File: src/inc/scp_pkg.sv
// shared constants and types for the serial control port slave
package scp_pkg;

  // I2C slave address: fixed upper bits, two strap bits below
  localparam logic [4:0]  SLV_ADDR_FIXED  = 5'h15;
  localparam int          SLV_ADDR_W      = 7;
  localparam int          BYTE_BITS       = 8;
  localparam logic [3:0]  BYTE_BITS_CNT   = 4'h8;
  localparam int          DATA_W          = 8;
  localparam int          REG_ADDR_W      = 16;
  localparam int          FIFO_DEPTH      = 4;
  localparam int          WR_WORD_W       = REG_ADDR_W + DATA_W;

  // serial instruction word: direction bit on top, start address below
  localparam int          INSTR_W         = 16;
  localparam int          INSTR_RW_BIT    = 15;
  localparam int          INSTR_ADDR_W    = 15;
  localparam logic [15:0] STEP_ADDR_TOP   = 16'h1fff;
  localparam logic [15:0] STEP_ADDR_BOT   = 16'h0000;

  // address stepping control: both set steps up, both clear steps down
  localparam logic [1:0]  STEP_UP         = 2'h3;
  localparam logic [1:0]  STEP_DOWN       = 2'h0;

  // reset values
  localparam logic [15:0] RST_PTR         = 16'h0000;
  localparam logic [7:0]  RST_BYTE        = 8'h00;
  localparam logic [6:0]  RST_SLV_ADDR    = 7'h00;

  // timing: straps settle through the synchroniser before capture
  localparam logic [1:0]  STRAP_SETTLE    = 2'h3;
  localparam int          REF_CLK_KHZ     = 125000;
  localparam int          SCL_STD_KHZ     = 100;
  localparam int          SCL_FAST_KHZ    = 400;
  localparam int          SCL_FAST_CYC    = REF_CLK_KHZ / SCL_FAST_KHZ;
  localparam int          SCL_STD_CYC     = REF_CLK_KHZ / SCL_STD_KHZ;

  typedef enum logic [2:0] {
    ST_IDLE,
    ST_ADDR,
    ST_ACK_ADDR,
    ST_RX,
    ST_ACK_RX,
    ST_TX,
    ST_ACK_TX,
    ST_WAIT
  } scp_state_t;

endpackage

File: src/core/scp_fifo.sv
// small synchronous fifo for register write words
`timescale 1ns/1ps
module scp_fifo #(
  parameter int W     = 24,
  parameter int DEPTH = 4
) (
  input  wire logic         i_clk,
  input  wire logic         i_rstn,
  input  wire logic [W-1:0] i_in_data,
  input  wire logic         i_in_valid,
  output logic              o_in_ready,
  output logic [W-1:0]      o_out_data,
  output logic              o_out_valid,
  input  wire logic         i_out_ready
);
  localparam int AW = (DEPTH > 1) ? $clog2(DEPTH) : 1;
  localparam logic [AW:0] FULL_CNT = DEPTH[AW:0];
  localparam logic [AW-1:0] LAST = AW'(DEPTH - 1);

  logic [W-1:0]  mem_q [DEPTH];
  logic [AW-1:0] wr_q;
  logic [AW-1:0] rd_q;
  logic [AW:0]   cnt_q;
  logic          valid_q;
  logic [W-1:0]  head_q;
  wire           push = i_in_valid & o_in_ready;
  wire           pop  = valid_q & i_out_ready;
  wire [AW-1:0]  rd_n = !pop ? rd_q : (rd_q == LAST) ? '0 : rd_q + 1'b1;
  wire [AW:0]    left = cnt_q - (AW+1)'(pop);
  wire [AW:0]    cnt_n = left + (AW+1)'(push);
  // head word is kept in a flop so the outputs need no read mux
  wire [W-1:0]   head_n = (left == '0) ? i_in_data : mem_q[rd_n];

  assign o_in_ready  = (cnt_q != FULL_CNT);
  assign o_out_valid = valid_q;
  assign o_out_data  = head_q;

  always_ff @(posedge i_clk or negedge i_rstn) begin
    if (!i_rstn) begin
      wr_q    <= '0;
      rd_q    <= '0;
      cnt_q   <= '0;
      valid_q <= 1'b0;
      head_q  <= '0;
    end else begin
      if (push) begin
        wr_q <= (wr_q == LAST) ? '0 : wr_q + 1'b1;
      end
      rd_q    <= rd_n;
      cnt_q   <= cnt_n;
      valid_q <= (cnt_n != '0);
      head_q  <= head_n;
    end
  end

  // storage needs no reset: a word is only read after it was written
  always_ff @(posedge i_clk) begin
    if (push) begin
      mem_q[wr_q] <= i_in_data;
    end
  end
endmodule

File: src/core/scp_i2c_slave.sv
// I2C register slave sampled on the reference clock, with write fifo
`timescale 1ns/1ps
// Contract
// - both step bits clear: address steps down
// - both step bits set: address steps up
// - no address skipped in multibyte transfers
// - instruction word: direction bit, fifteen address bits (code: direction bit ends the address byte, two bytes set a 16-bit pointer)
// - works at standard and fast SCL rates
// - slave only, never drives SCL
// - answer only to matching seven-bit address
// - address fixed high bits plus strap pins
// - SDA fall with SCL high starts transaction
// - SDA rise with SCL high ends transaction
// - eight bits MSB first, then ack bit
// - receiver pulls SDA low on ninth pulse
// - not acknowledged after sent byte: go idle
// - first byte is address plus direction bit
// - two write bytes set register address, high first
// - following write bytes are register data
// - read slots carry register data
// - unlimited bytes, end only at stop/start/nack
// - start or stop anywhere drops partial byte
module scp_i2c_slave
  import scp_pkg::*;
#(
  parameter int FIFO_W = scp_pkg::WR_WORD_W,
  parameter int FIFO_D = scp_pkg::FIFO_DEPTH
) (
  input  wire logic                          I_REF_CLK,
  input  wire logic                          I_RSTN,
  input  wire logic                          I_SCL,
  input  wire logic                          I_SDA_IN,
  output logic                               O_SDA_OUT,
  output logic                               O_SDA_OE,
  input  wire logic                          I_PORT_SELECT_PIN_LOW,
  input  wire logic                          I_PORT_SELECT_PIN_HIGH,
  input  wire logic [1:0]                    I_ADDR_STEP_CTRL,
  output logic                               O_WR_VALID,
  output logic [scp_pkg::REG_ADDR_W-1:0]     O_WR_ADDR,
  output logic [scp_pkg::DATA_W-1:0]         O_WR_DATA,
  input  wire logic                          I_WR_READY,
  output logic                               O_RD_REQ,
  output logic [scp_pkg::REG_ADDR_W-1:0]     O_RD_ADDR,
  input  wire logic [scp_pkg::DATA_W-1:0]    I_RD_DATA,
  output logic                               O_BUSY
);
  import scp_pkg::*;

  // no stepping mode skips an address; mixed control bits step up
  function automatic logic [REG_ADDR_W-1:0] step_addr(
    input logic [REG_ADDR_W-1:0] a,
    input logic [1:0]            ctrl
  );
    if (ctrl == STEP_DOWN) begin
      step_addr = a - 1'b1;
    end else begin
      step_addr = a + 1'b1;
    end
  endfunction

  // the sampled SCL must show both levels several times per bit
  localparam int MIN_SCL_CYC = 8;
  if (SCL_FAST_CYC < MIN_SCL_CYC || SCL_STD_CYC < SCL_FAST_CYC) begin : g_rate
    $error("reference clock too slow for fast mode SCL");
  end

  // two-flop synchronisers, plus a third flop on SCL and SDA for edge detection
  logic scl_m_q, scl_s_q, scl_p_q;
  logic sda_m_q, sda_s_q, sda_p_q;
  logic spl_m_q, spl_s_q, sph_m_q, sph_s_q;
  logic [1:0] strap_cnt_q;
  logic [SLV_ADDR_W-1:0] own_addr_q;

  // protocol state
  scp_state_t state_q, state_d;
  logic [3:0]            cnt_q, cnt_d;
  logic [BYTE_BITS-1:0]  sh_q, sh_d;
  logic                  rw_q, rw_d;
  logic [1:0]            phase_q, phase_d;
  logic [REG_ADDR_W-1:0] ptr_q, ptr_d;
  logic                  oe_q, oe_d;
  logic                  rd_req_q, rd_req_d;
  logic [REG_ADDR_W-1:0] rd_addr_q, rd_addr_d;
  logic                  rd_pend_q;
  logic [DATA_W-1:0]     tx_q, tx_d;
  logic                  push_q, push_d;
  logic [FIFO_W-1:0]     push_word_q, push_word_d;
  logic                  busy_q;
  logic                  sda_out_q;

  wire scl_rise   = scl_s_q & ~scl_p_q;
  wire scl_fall   = ~scl_s_q & scl_p_q;
  wire scl_high   = scl_s_q & scl_p_q;
  wire start_det  = scl_high & sda_p_q & ~sda_s_q;
  wire stop_det   = scl_high & ~sda_p_q & sda_s_q;
  wire byte_full  = (cnt_q == BYTE_BITS_CNT);
  wire addr_match = (sh_q[7:1] == own_addr_q);
  wire strap_done = (strap_cnt_q == STRAP_SETTLE);

  logic                  fifo_in_ready;
  logic [FIFO_W-1:0]     fifo_out_data;
  logic                  fifo_out_valid;
  wire                   fifo_room = fifo_in_ready & ~push_q;

  always_comb begin
    state_d     = state_q;
    cnt_d       = cnt_q;
    sh_d        = sh_q;
    rw_d        = rw_q;
    phase_d     = phase_q;
    ptr_d       = ptr_q;
    oe_d        = oe_q;
    rd_req_d    = 1'b0;
    rd_addr_d   = rd_addr_q;
    tx_d        = rd_pend_q ? I_RD_DATA : tx_q;
    push_d      = 1'b0;
    push_word_d = push_word_q;
    if (start_det) begin
      // repeated start also lands here; a partial byte is dropped
      state_d = ST_ADDR;
      cnt_d   = '0;
      phase_d = '0;
      oe_d    = 1'b0;
    end else if (stop_det) begin
      state_d = ST_IDLE;
      cnt_d   = '0;
      oe_d    = 1'b0;
    end else begin
      case (state_q)
        ST_ADDR, ST_RX: begin
          if (scl_rise && !byte_full) begin
            sh_d  = {sh_q[6:0], sda_s_q};
            cnt_d = cnt_q + 1'b1;
          end
          if (scl_fall && byte_full) begin
            cnt_d = '0;
            if (state_q == ST_ADDR) begin
              if (addr_match) begin
                rw_d    = sh_q[0];
                state_d = ST_ACK_ADDR;
                oe_d    = 1'b1;
                if (sh_q[0]) begin
                  rd_req_d  = 1'b1;
                  rd_addr_d = ptr_q;
                  ptr_d     = step_addr(ptr_q, I_ADDR_STEP_CTRL);
                end
              end else begin
                state_d = ST_WAIT;
              end
            end else if (phase_q == 2'h0) begin
              ptr_d[15:8] = sh_q;
              phase_d     = 2'h1;
              state_d     = ST_ACK_RX;
              oe_d        = 1'b1;
            end else if (phase_q == 2'h1) begin
              ptr_d[7:0] = sh_q;
              phase_d    = 2'h2;
              state_d    = ST_ACK_RX;
              oe_d       = 1'b1;
            end else if (fifo_room) begin
              push_d      = 1'b1;
              push_word_d = {ptr_q, sh_q};
              ptr_d       = step_addr(ptr_q, I_ADDR_STEP_CTRL);
              state_d     = ST_ACK_RX;
              oe_d        = 1'b1;
            end else begin
              // full buffer: leave SDA high so the host sees a nack
              state_d = ST_WAIT;
            end
          end
        end
        ST_ACK_ADDR, ST_ACK_RX: begin
          if (scl_fall) begin
            cnt_d = '0;
            if (rw_q) begin
              state_d = ST_TX;
              sh_d    = tx_q;
              oe_d    = ~tx_q[7];
            end else begin
              state_d = ST_RX;
              oe_d    = 1'b0;
            end
          end
        end
        ST_TX: begin
          if (scl_rise) begin
            cnt_d = cnt_q + 1'b1;
          end
          if (scl_fall) begin
            if (byte_full) begin
              state_d = ST_ACK_TX;
              cnt_d   = '0;
              oe_d    = 1'b0;
            end else begin
              sh_d = {sh_q[6:0], 1'b0};
              oe_d = ~sh_q[6];
            end
          end
        end
        ST_ACK_TX: begin
          if (scl_rise) begin
            if (sda_s_q) begin
              state_d = ST_WAIT;
            end else begin
              rd_req_d  = 1'b1;
              rd_addr_d = ptr_q;
              ptr_d     = step_addr(ptr_q, I_ADDR_STEP_CTRL);
            end
          end else if (scl_fall) begin
            state_d = ST_TX;
            sh_d    = tx_q;
            oe_d    = ~tx_q[7];
          end
        end
        ST_IDLE, ST_WAIT: begin
          oe_d = 1'b0;
        end
        default: begin
          state_d = ST_IDLE;
          oe_d    = 1'b0;
        end
      endcase
    end
  end

  always_ff @(posedge I_REF_CLK or negedge I_RSTN) begin
    if (!I_RSTN) begin
      {scl_m_q, scl_s_q, scl_p_q} <= 3'h7;
      {sda_m_q, sda_s_q, sda_p_q} <= 3'h7;
      {spl_m_q, spl_s_q, sph_m_q, sph_s_q} <= 4'h0;
    end else begin
      {scl_m_q, scl_s_q, scl_p_q} <= {I_SCL, scl_m_q, scl_s_q};
      {sda_m_q, sda_s_q, sda_p_q} <= {I_SDA_IN, sda_m_q, sda_s_q};
      {spl_m_q, spl_s_q} <= {I_PORT_SELECT_PIN_LOW, spl_m_q};
      {sph_m_q, sph_s_q} <= {I_PORT_SELECT_PIN_HIGH, sph_m_q};
    end
  end

  // straps are loaded on each cycle until the synchroniser has settled, then held
  always_ff @(posedge I_REF_CLK or negedge I_RSTN) begin
    if (!I_RSTN) begin
      strap_cnt_q <= '0;
      own_addr_q  <= RST_SLV_ADDR;
    end else if (!strap_done) begin
      strap_cnt_q <= strap_cnt_q + 1'b1;
      // low strap high clears bit 1, high strap sets bit 0
      own_addr_q  <= {SLV_ADDR_FIXED, ~spl_s_q, sph_s_q};
    end
  end

  always_ff @(posedge I_REF_CLK or negedge I_RSTN) begin
    if (!I_RSTN) begin
      state_q     <= ST_IDLE;
      cnt_q       <= '0;
      sh_q        <= RST_BYTE;
      rw_q        <= 1'b0;
      phase_q     <= '0;
      ptr_q       <= RST_PTR;
      oe_q        <= 1'b0;
      rd_req_q    <= 1'b0;
      rd_addr_q   <= RST_PTR;
      rd_pend_q   <= 1'b0;
      tx_q        <= RST_BYTE;
      push_q      <= 1'b0;
      push_word_q <= '0;
      busy_q      <= 1'b0;
      sda_out_q   <= 1'b0;
    end else begin
      state_q     <= strap_done ? state_d : ST_IDLE;
      cnt_q       <= cnt_d;
      sh_q        <= sh_d;
      rw_q        <= rw_d;
      phase_q     <= phase_d;
      ptr_q       <= ptr_d;
      oe_q        <= oe_d;
      rd_req_q    <= rd_req_d;
      rd_addr_q   <= rd_addr_d;
      rd_pend_q   <= rd_req_q;
      tx_q        <= tx_d;
      push_q      <= push_d;
      push_word_q <= push_word_d;
      busy_q      <= (state_d != ST_IDLE) && (state_d != ST_WAIT);
      sda_out_q   <= 1'b0;
    end
  end

  // open drain: SDA is only ever pulled low, SCL has no output at all
  assign O_SDA_OUT = sda_out_q;
  assign O_SDA_OE  = oe_q;
  assign O_RD_REQ  = rd_req_q;
  assign O_RD_ADDR = rd_addr_q;
  assign O_BUSY    = busy_q;

  scp_fifo #(
    .W     (FIFO_W),
    .DEPTH (FIFO_D)
  ) u_fifo (
    .i_clk       (I_REF_CLK),
    .i_rstn      (I_RSTN),
    .i_in_data   (push_word_q),
    .i_in_valid  (push_q),
    .o_in_ready  (fifo_in_ready),
    .o_out_data  (fifo_out_data),
    .o_out_valid (fifo_out_valid),
    .i_out_ready (I_WR_READY)
  );

  assign O_WR_VALID = fifo_out_valid;
  assign O_WR_ADDR  = fifo_out_data[FIFO_W-1:DATA_W];
  assign O_WR_DATA  = fifo_out_data[DATA_W-1:0];
endmodule

File: config.mk
export PLATFORM = sky130hd
export DESIGN_NAME = scp_i2c_slave
export DESIGN_NICKNAME = d
export VERILOG_FILES = /design/src/inc/scp_pkg.sv /design/src/core/scp_fifo.sv /design/src/core/scp_i2c_slave.sv
export SDC_FILE = /design/constraint.sdc
export NUM_CORES = 1
export LEC_CHECK = 0
export BUFFER_PORTS_ARGS = -buffer_cell sky130_fd_sc_hd__buf_2
export CAP_MARGIN = 0
export CORE_MARGIN = 5
export CORE_UTILIZATION = 55
export DETAILED_ROUTE_END_ITERATION = 16
export PLACE_DENSITY = 0.76
export SLEW_MARGIN = 15
export SYNTH_ARGS = -nofsm -noshare
export SYNTH_HDL_FRONTEND = slang
export SYNTH_SLANG_ARGS = --single-unit
export TNS_END_PERCENT = 10
File: constraint.sdc
create_clock -name I_REF_CLK -period 2.55 [get_ports I_REF_CLK]
set_input_delay 0.1275 -clock I_REF_CLK [delete_from_list [all_inputs] [get_ports I_REF_CLK]]
set_output_delay 0.1275 -clock I_REF_CLK [all_outputs]
set_load 0.005 [all_outputs]
* Word-level counts from Yosys, hierarchy flattened
Memories as Yosys holds them, arrays and structs flattened. Index checks and enable logic that the tools add are counted.
Word-level totals: output and inout bits 45, word-level logic and storage cells 235, bits in writable memories 96, memories 1, bits in registers 134
Operators by class: $add $sub $neg 8, muxes and demuxes 99, equal/unequal tests 44, bitwise gates (word level) 23, reduce and logical (&&, ||, !) cells 28
Memory list:
- u_fifo.mem_q | depth 4, width 24, read ports 1, clocked after Yosys merged registers in 0, wr ports 1, line scp_fifo.sv:20 | logic [W-1:0] mem_q [DEPTH];
Operators by type and width (count):
- two-way mux 16 bit | 14
- two-way mux 8 bit | 11
- one-hot mux 16 bit (2 select lines) | 2
- two-way mux 3 bit | 13
- two-way mux 1 bit | 32
- two-way mux 4 bit | 8
- inequality test 4 bit (second input constant) | 8
- one-hot mux 8 bit (4 select lines) | 1
- inequality test 2 bit (second input constant) | 15
- AND reduction 10 bit | 3
- two-way mux 2 bit | 13
- two-way mux 24 bit | 1
- adder 16 x 1 -> 16 bit (second input constant) | 1
- subtractor 16 x 1 -> 16 bit (second input constant) | 1
- inequality test 3 bit (second input constant) | 5
- inverter 1 bit | 13
- == test 3 bit (second input constant) | 4
- one-hot mux 3 bit (4 select lines) | 1
- one-hot mux 4 bit (3 select lines) | 1
- bitwise AND 1 bit | 10
- inequality test 5 bit (second input constant) | 2
- AND reduction 9 bit | 1
- nonzero test 3 bit | 3
- AND reduction 8 bit | 1
- 25 further kinds | 38

* Longest topological paths before layout
word-level depth 12, gate-level depth with buffers 11

* By module
From an unflattened synthesis, not the netlist that was laid out.
Second synthesis, totals: cells, all modules 861, area total of the unflattened synthesis 11005.6 µm²
By module, submodules not included:
- scp_fifo | cells each 369, sequential area each 3683.5 µm², times used 1, area an instance 5825.6 µm²
- scp_i2c_slave | cells each 492, sequential area each 2560.0 µm², times used 1, area an instance 5180.0 µm²

* Worst setup path before layout
No wires, ideal clock.
kind input-to-reg, from input port I_ADDR_STEP_CTRL[1], to register ptr_q[15], buffers on the path 0, setup slack -243 ps, required time 2480 ps, arrival time 2724 ps, stages 10, cells stage by stage or2_2 -> inv_1 -> ha_1 -> a211oi_1 -> o2111ai_1 -> a221oi_1 -> nor3_1 -> or4_1 -> a21oi_1 -> nand3b_1
Between the ends: cells in the longest elaborated chain, start to end 8
RTL lines:
- start, declared | line scp_i2c_slave.sv:37 | input wire logic [1:0] I_ADDR_STEP_CTRL,
- logical NOT 2 bit (*) | line scp_i2c_slave.sv:54 | if (ctrl == STEP_DOWN) begin
- two-way mux 16 bit (*) | line scp_i2c_slave.sv:54
- two-way mux 16 bit | line scp_i2c_slave.sv:160 | end else if (fifo_room) begin
- two-way mux 8 bit | line scp_i2c_slave.sv:155 | end else if (phase_q == 2'h1) begin
- two-way mux 8 bit | line scp_i2c_slave.sv:150 | end else if (phase_q == 2'h0) begin
- two-way mux 16 bit | line scp_i2c_slave.sv:137 | if (state_q == ST_ADDR) begin
- two-way mux 16 bit | line scp_i2c_slave.sv:135 | if (scl_fall && byte_full) begin
- one-hot mux 16 bit (2 select lines) (*) | line scp_i2c_slave.sv:129 | case (state_q)
- end signal, assigned | line scp_i2c_slave.sv:274 | ptr_q <= ptr_d;
- end, declared | line scp_i2c_slave.sv:80 | logic [REG_ADDR_W-1:0] ptr_q, ptr_d;
Every way passes the cells marked *; elsewhere a longest branch is shown, timed or not. The select of a mux whose other input is x is not followed. A chain may end at the register's enable or synchronous reset.

* Worst setup path in the final report
from register sh_q[2], to register rd_addr_q[11] (netlist: O_RD_ADDR[11])
Between the ends: cells in the longest elaborated chain, start to end 3
RTL lines:
- start, declared | line scp_i2c_slave.sv:77 | logic [BYTE_BITS-1:0] sh_q, sh_d;
- start signal, assigned | line scp_i2c_slave.sv:255 | sh_q <= RST_BYTE;
- start signal, assigned | line scp_i2c_slave.sv:271 | sh_q <= sh_d;
- == test 7 bit | line scp_i2c_slave.sv:97 | wire addr_match = (sh_q[7:1] == own_addr_q);
- inequality test 2 bit (no line)
- AND reduction 9 bit (no line)
- end signal, assigned | line scp_i2c_slave.sv:277 | rd_addr_q <= rd_addr_d;
- end, declared | line scp_i2c_slave.sv:83 | logic [REG_ADDR_W-1:0] rd_addr_q, rd_addr_d;
Every way passes these cells.

==> impl_metrics.py <==
metrics = {
    "sta": {
        "slew_headroom": 0.352,
        "max_freq_mhz": 395,
        "fin_skew_ns": 0.0160,
        "hold_slack_ns": 0.165,
        "tightest_slew_ns": 0.964,
        "finalCritPeriodShare": 0.992,
        "slew_violations": 0,
        "rsz0062_at_grt": "true",
        "setup-tns-final_ns": 0,
        "setup_viol": 0,
        "fin_crit_ns": 2.53,
        "finalHoldViolCount": 0,
    },
    "yosys": {
        "synth_xor_area_frac": 0.0113,
        "synth_common_cells": "186 x nand2_1, 128 x dfrtp_1, 96 x edfxtp_1, 84 x o21ai_0, 42 x nor2_1",
        "async_flop_share": 0.583,
        "synth_top_family_by_area": "simple AND/OR/NAND/NOR gates",
        "yosysMostFrequentCell": "nand2_1",
        "ys_seq_area_frac": 0.618,
        "synthCells": 894,
        "syn_avg_cell_area_sq_um": 11.3,
        "yosys.area_share.adder": 0.0342,
        "synthMuxAreaShare": 0.0706,
        "synth.cell_area_sq_um": 10100,
        "synth_nets": 938,
        "synth_compound_area_frac": 0.102,
        "ys_ff_latch": 230,
        "synth.distinct_cells": 56,
        "yosysTopAreaCellShare": 0.317,
        "yosys_warnings": 0,
        "synthTopCellsByArea": "dfrtp_1 32%, edfxtp_1 29%, nand2_1 6.9%",
        "synth_ff_type": "dfrtp_1",
        "synth_area_leader_cell": "dfrtp_1",
        "yosys.area_share.simple": 0.137,
        "synth_edf_count": 96,
    },
    "drt": {
        "totalWireLength_um": 21100,
        "first_pass_iters": 5,
        "drt_iter0_markers": 607,
        "vias_per_cell": 5.56,
        "vias": 7026,
        "drc": 0,
        "ant_nets": 0,
        "drt-wirelength-per-cell_um": 16.7,
    },
    "grt": {
        "grt_max_degree": 65,
        "grt-ovfl-total": 0,
        "track_usage": 0.198,
        "grt_pass1_wl_um": 35100,
        "grt_pass1_vias": 6978,
        "antenna_found_initial": 0,
    },
    "outcome": {
        "status": "finished clean",
    },
    "pwr": {
        "p_clk_frac": 0.267,
        "p_sw_mw": 4.68,
        "p_leak_nw": 5.24,
        "seqPwrFrac": 0.353,
        "power.density_nw_per_um2": 1090,
        "sw_frac_of_total": 0.357,
        "peakVddDrop_mv": 0.678,
        "p_comb_frac": 0.380,
        "p_int_mw": 8.45,
    },
    "clock_tree": {
        "clk_latency_ns": 0.52,
        "htreeDepth": 1,
        "numCtsBuffers": 24,
        "clk_pin_slew_worst_paths_ns": 0.06,
        "cts_tree": "built",
        "cts_buffer_depth": 3,
        "cts_root_buf": "clkbuf_16",
        "post_cts_buffers": 0,
        "cts.sinks": 230,
    },
    "critical_path": {
        "critPathSlowestCell": "or4_4",
        "startpoint": "sh_q[2]",
        "crit_required_ns": 2.95,
        "worstSetupPathType": "flop to flop",
        "cp_data_arrival_time_ns": 2.93,
        "reg2reg_to": "O_RD_ADDR[11]",
        "reg2reg_from": "sh_q[2]",
        "r2r_cells": 7,
        "worstPathMaxFanout": 17,
        "cp_slowest_stage_delay_ns": 0.51,
        "rrSetupSlack_ns": 0.02,
        "crit_path_start_kind": "flop",
        "path_cells": "xor2_1 -> or4_1 -> o21bai_1 -> or4_4 -> o21ai_4 -> buf_12 -> mux2_2",
        "worstSetupEndpointType": "flop",
    },
    "floorplanning": {
        "core_region_area_sq_um": 18000,
        "num_rows": 49,
        "die_x_um": 146,
        "initial_utilization": 0.561,
        "ios": 62,
        "die_area_sq_um": 21200,
        "chipHeight_um": 146,
    },
    "placed_design": {
        "io_buffers": 60,
        "dp_hpwl_um": 13800,
        "place.gp.congestion": 0.867,
    },
    "final_layout": {
        "final_nets": 1060,
        "n_antenna_cell": 0,
        "area_growth_pct": 19.0,
        "drive_above_1_share": 0.222,
        "utilization": 0.667,
        "filler_cell_count": 1327,
    },
    "min_path": {
        "min_path_type": "primary input to async pin",
    },
    "flow_run": {
        "maxCapViolations": 0,
    },
}
[power groups by stage]
stage / Sequential, mW / Clock [mW] / Combinational, mW
after global placement: 4.69 / 0 / 4.75
after floorplan: 4.63 / 0 / 3.18
after detailed placement: 4.70 / 0 / 4.90
final: 4.63 / 3.51 / 4.99
after global routing: 4.68 / 3.75 / 5.61
after CTS: 4.63 / 3.57 / 4.97
[registers in the layout, indices dropped and copies added (netlist names), 2 cells and up]
name and count:
cnt_q 4, u_fifo.o_out_data 24, u_fifo.rd_q 2, own_addr_q 3
state_q 3, u_fifo.mem_q 96, phase_q 2, ptr_q 16
u_fifo.cnt_q 3, O_RD_ADDR 16, u_fifo.wr_q 2, sh_q 8
tx_q 8, push_word_q 24, strap_cnt_q 2
[metal layers]
metal,GRT usage,share of wire,up-vias
met3,0.0321,0.060,37
met1,0.282,0.45,3398
met2,0.321,0.47,204
li1,-,-,3387
met4,0.0508,0.019,0
met5,0,0,-
[repair_timing]
| action | in CTS | in global routing |
|---|---|---|
| hold endpoints to repair | 73 | 0 |
| resized for setup | 0 | 2 |
| hold buffers | 13 | 0 |
| endpoints found under the setup margin | 0 | 18 |
[worst max-delay path: cells and delay by family, from the launching register on]
family | cells | cell delay [ns]
AO/OA/AOI/OAI | 2 | 0.35
XOR/XNOR | 1 | 0.15
buffers and inverters | 1 | 0.18
flip-flops | 1 | 0.38
multiplexers | 1 | 0.34
AND/OR/NAND/NOR | 2 | 0.98
[kinds of logic after synthesis]
kind of cell / Yosys count
AOI/OAI and AO/OA: 176
xor gates and xnor gates: 13
adders and majority gates: 27
buffers and inverters: 69
DFF: 230
muxes: 62
other: 1
and+or+nand+nor: 316
[layout by cell type (no fill, tap or decap), types with 27 or more instances in the layout]
| cell type | Yosys | final |
|---|---|---|
| inv_1 | 28 | 27 |
| mux2_2 | 38 | 38 |
| o21ai_0 | 84 | 84 |
| edfxtp_1 | 96 | 96 |
| buf_2 | 0 | 59 |
| nand2_1 | 186 | 186 |
| buf_4 | 1 | 60 |
| a21oi_1 | 37 | 36 |
| nor2_1 | 42 | 42 |
| dfrtp_1 | 128 | 128 |
| nand3_1 | 31 | 31 |
[area by class of cell]
type | count | area, sq um | area share
clock buffer | 29 | 672 | 0.0559
clock inverter | 15 | 136 | 0.0113
inverter | 28 | 109 | 0.00905
multi-input combinational | 595 | 3620 | 0.301
sequential | 230 | 6240 | 0.519
tap | 229 | 287 | 0.0238
timing repair buffer | 137 | 967 | 0.0804
[metrics by stage]
step | power [mW] | std cells | setup slack [ns] | cell area [sq um]
2_1_floorplan | 7.81 | 894 | -0.0259 | 10100
3_3_place_gp | 9.44 | 1206 | -0.148 | 11100
3_5_place_dp | 9.60 | 1206 | -0.181 | 11100
4_1_cts | 13.2 | 1263 | 0.0130 | 12000
5_1_grt | 14.0 | 1263 | -0.0833 | 12000
6_report | 13.1 | 1263 | 0.0202 | 12000
[worst max-delay path by stage]
stage	endpoint	cells after the start	slack (ns)
after global routing	O_RD_ADDR[11]	7	-0.08
after global placement	ptr_q[15]	11	-0.15
after floorplan	O_RD_ADDR[0]	7	-0.03
after detailed placement	ptr_q[15]	11	-0.18
after CTS	O_RD_ADDR[12]	7	0.01
final	O_RD_ADDR[11]	7	0.02
Note: power is estimated with default switching activity, not from simulation.
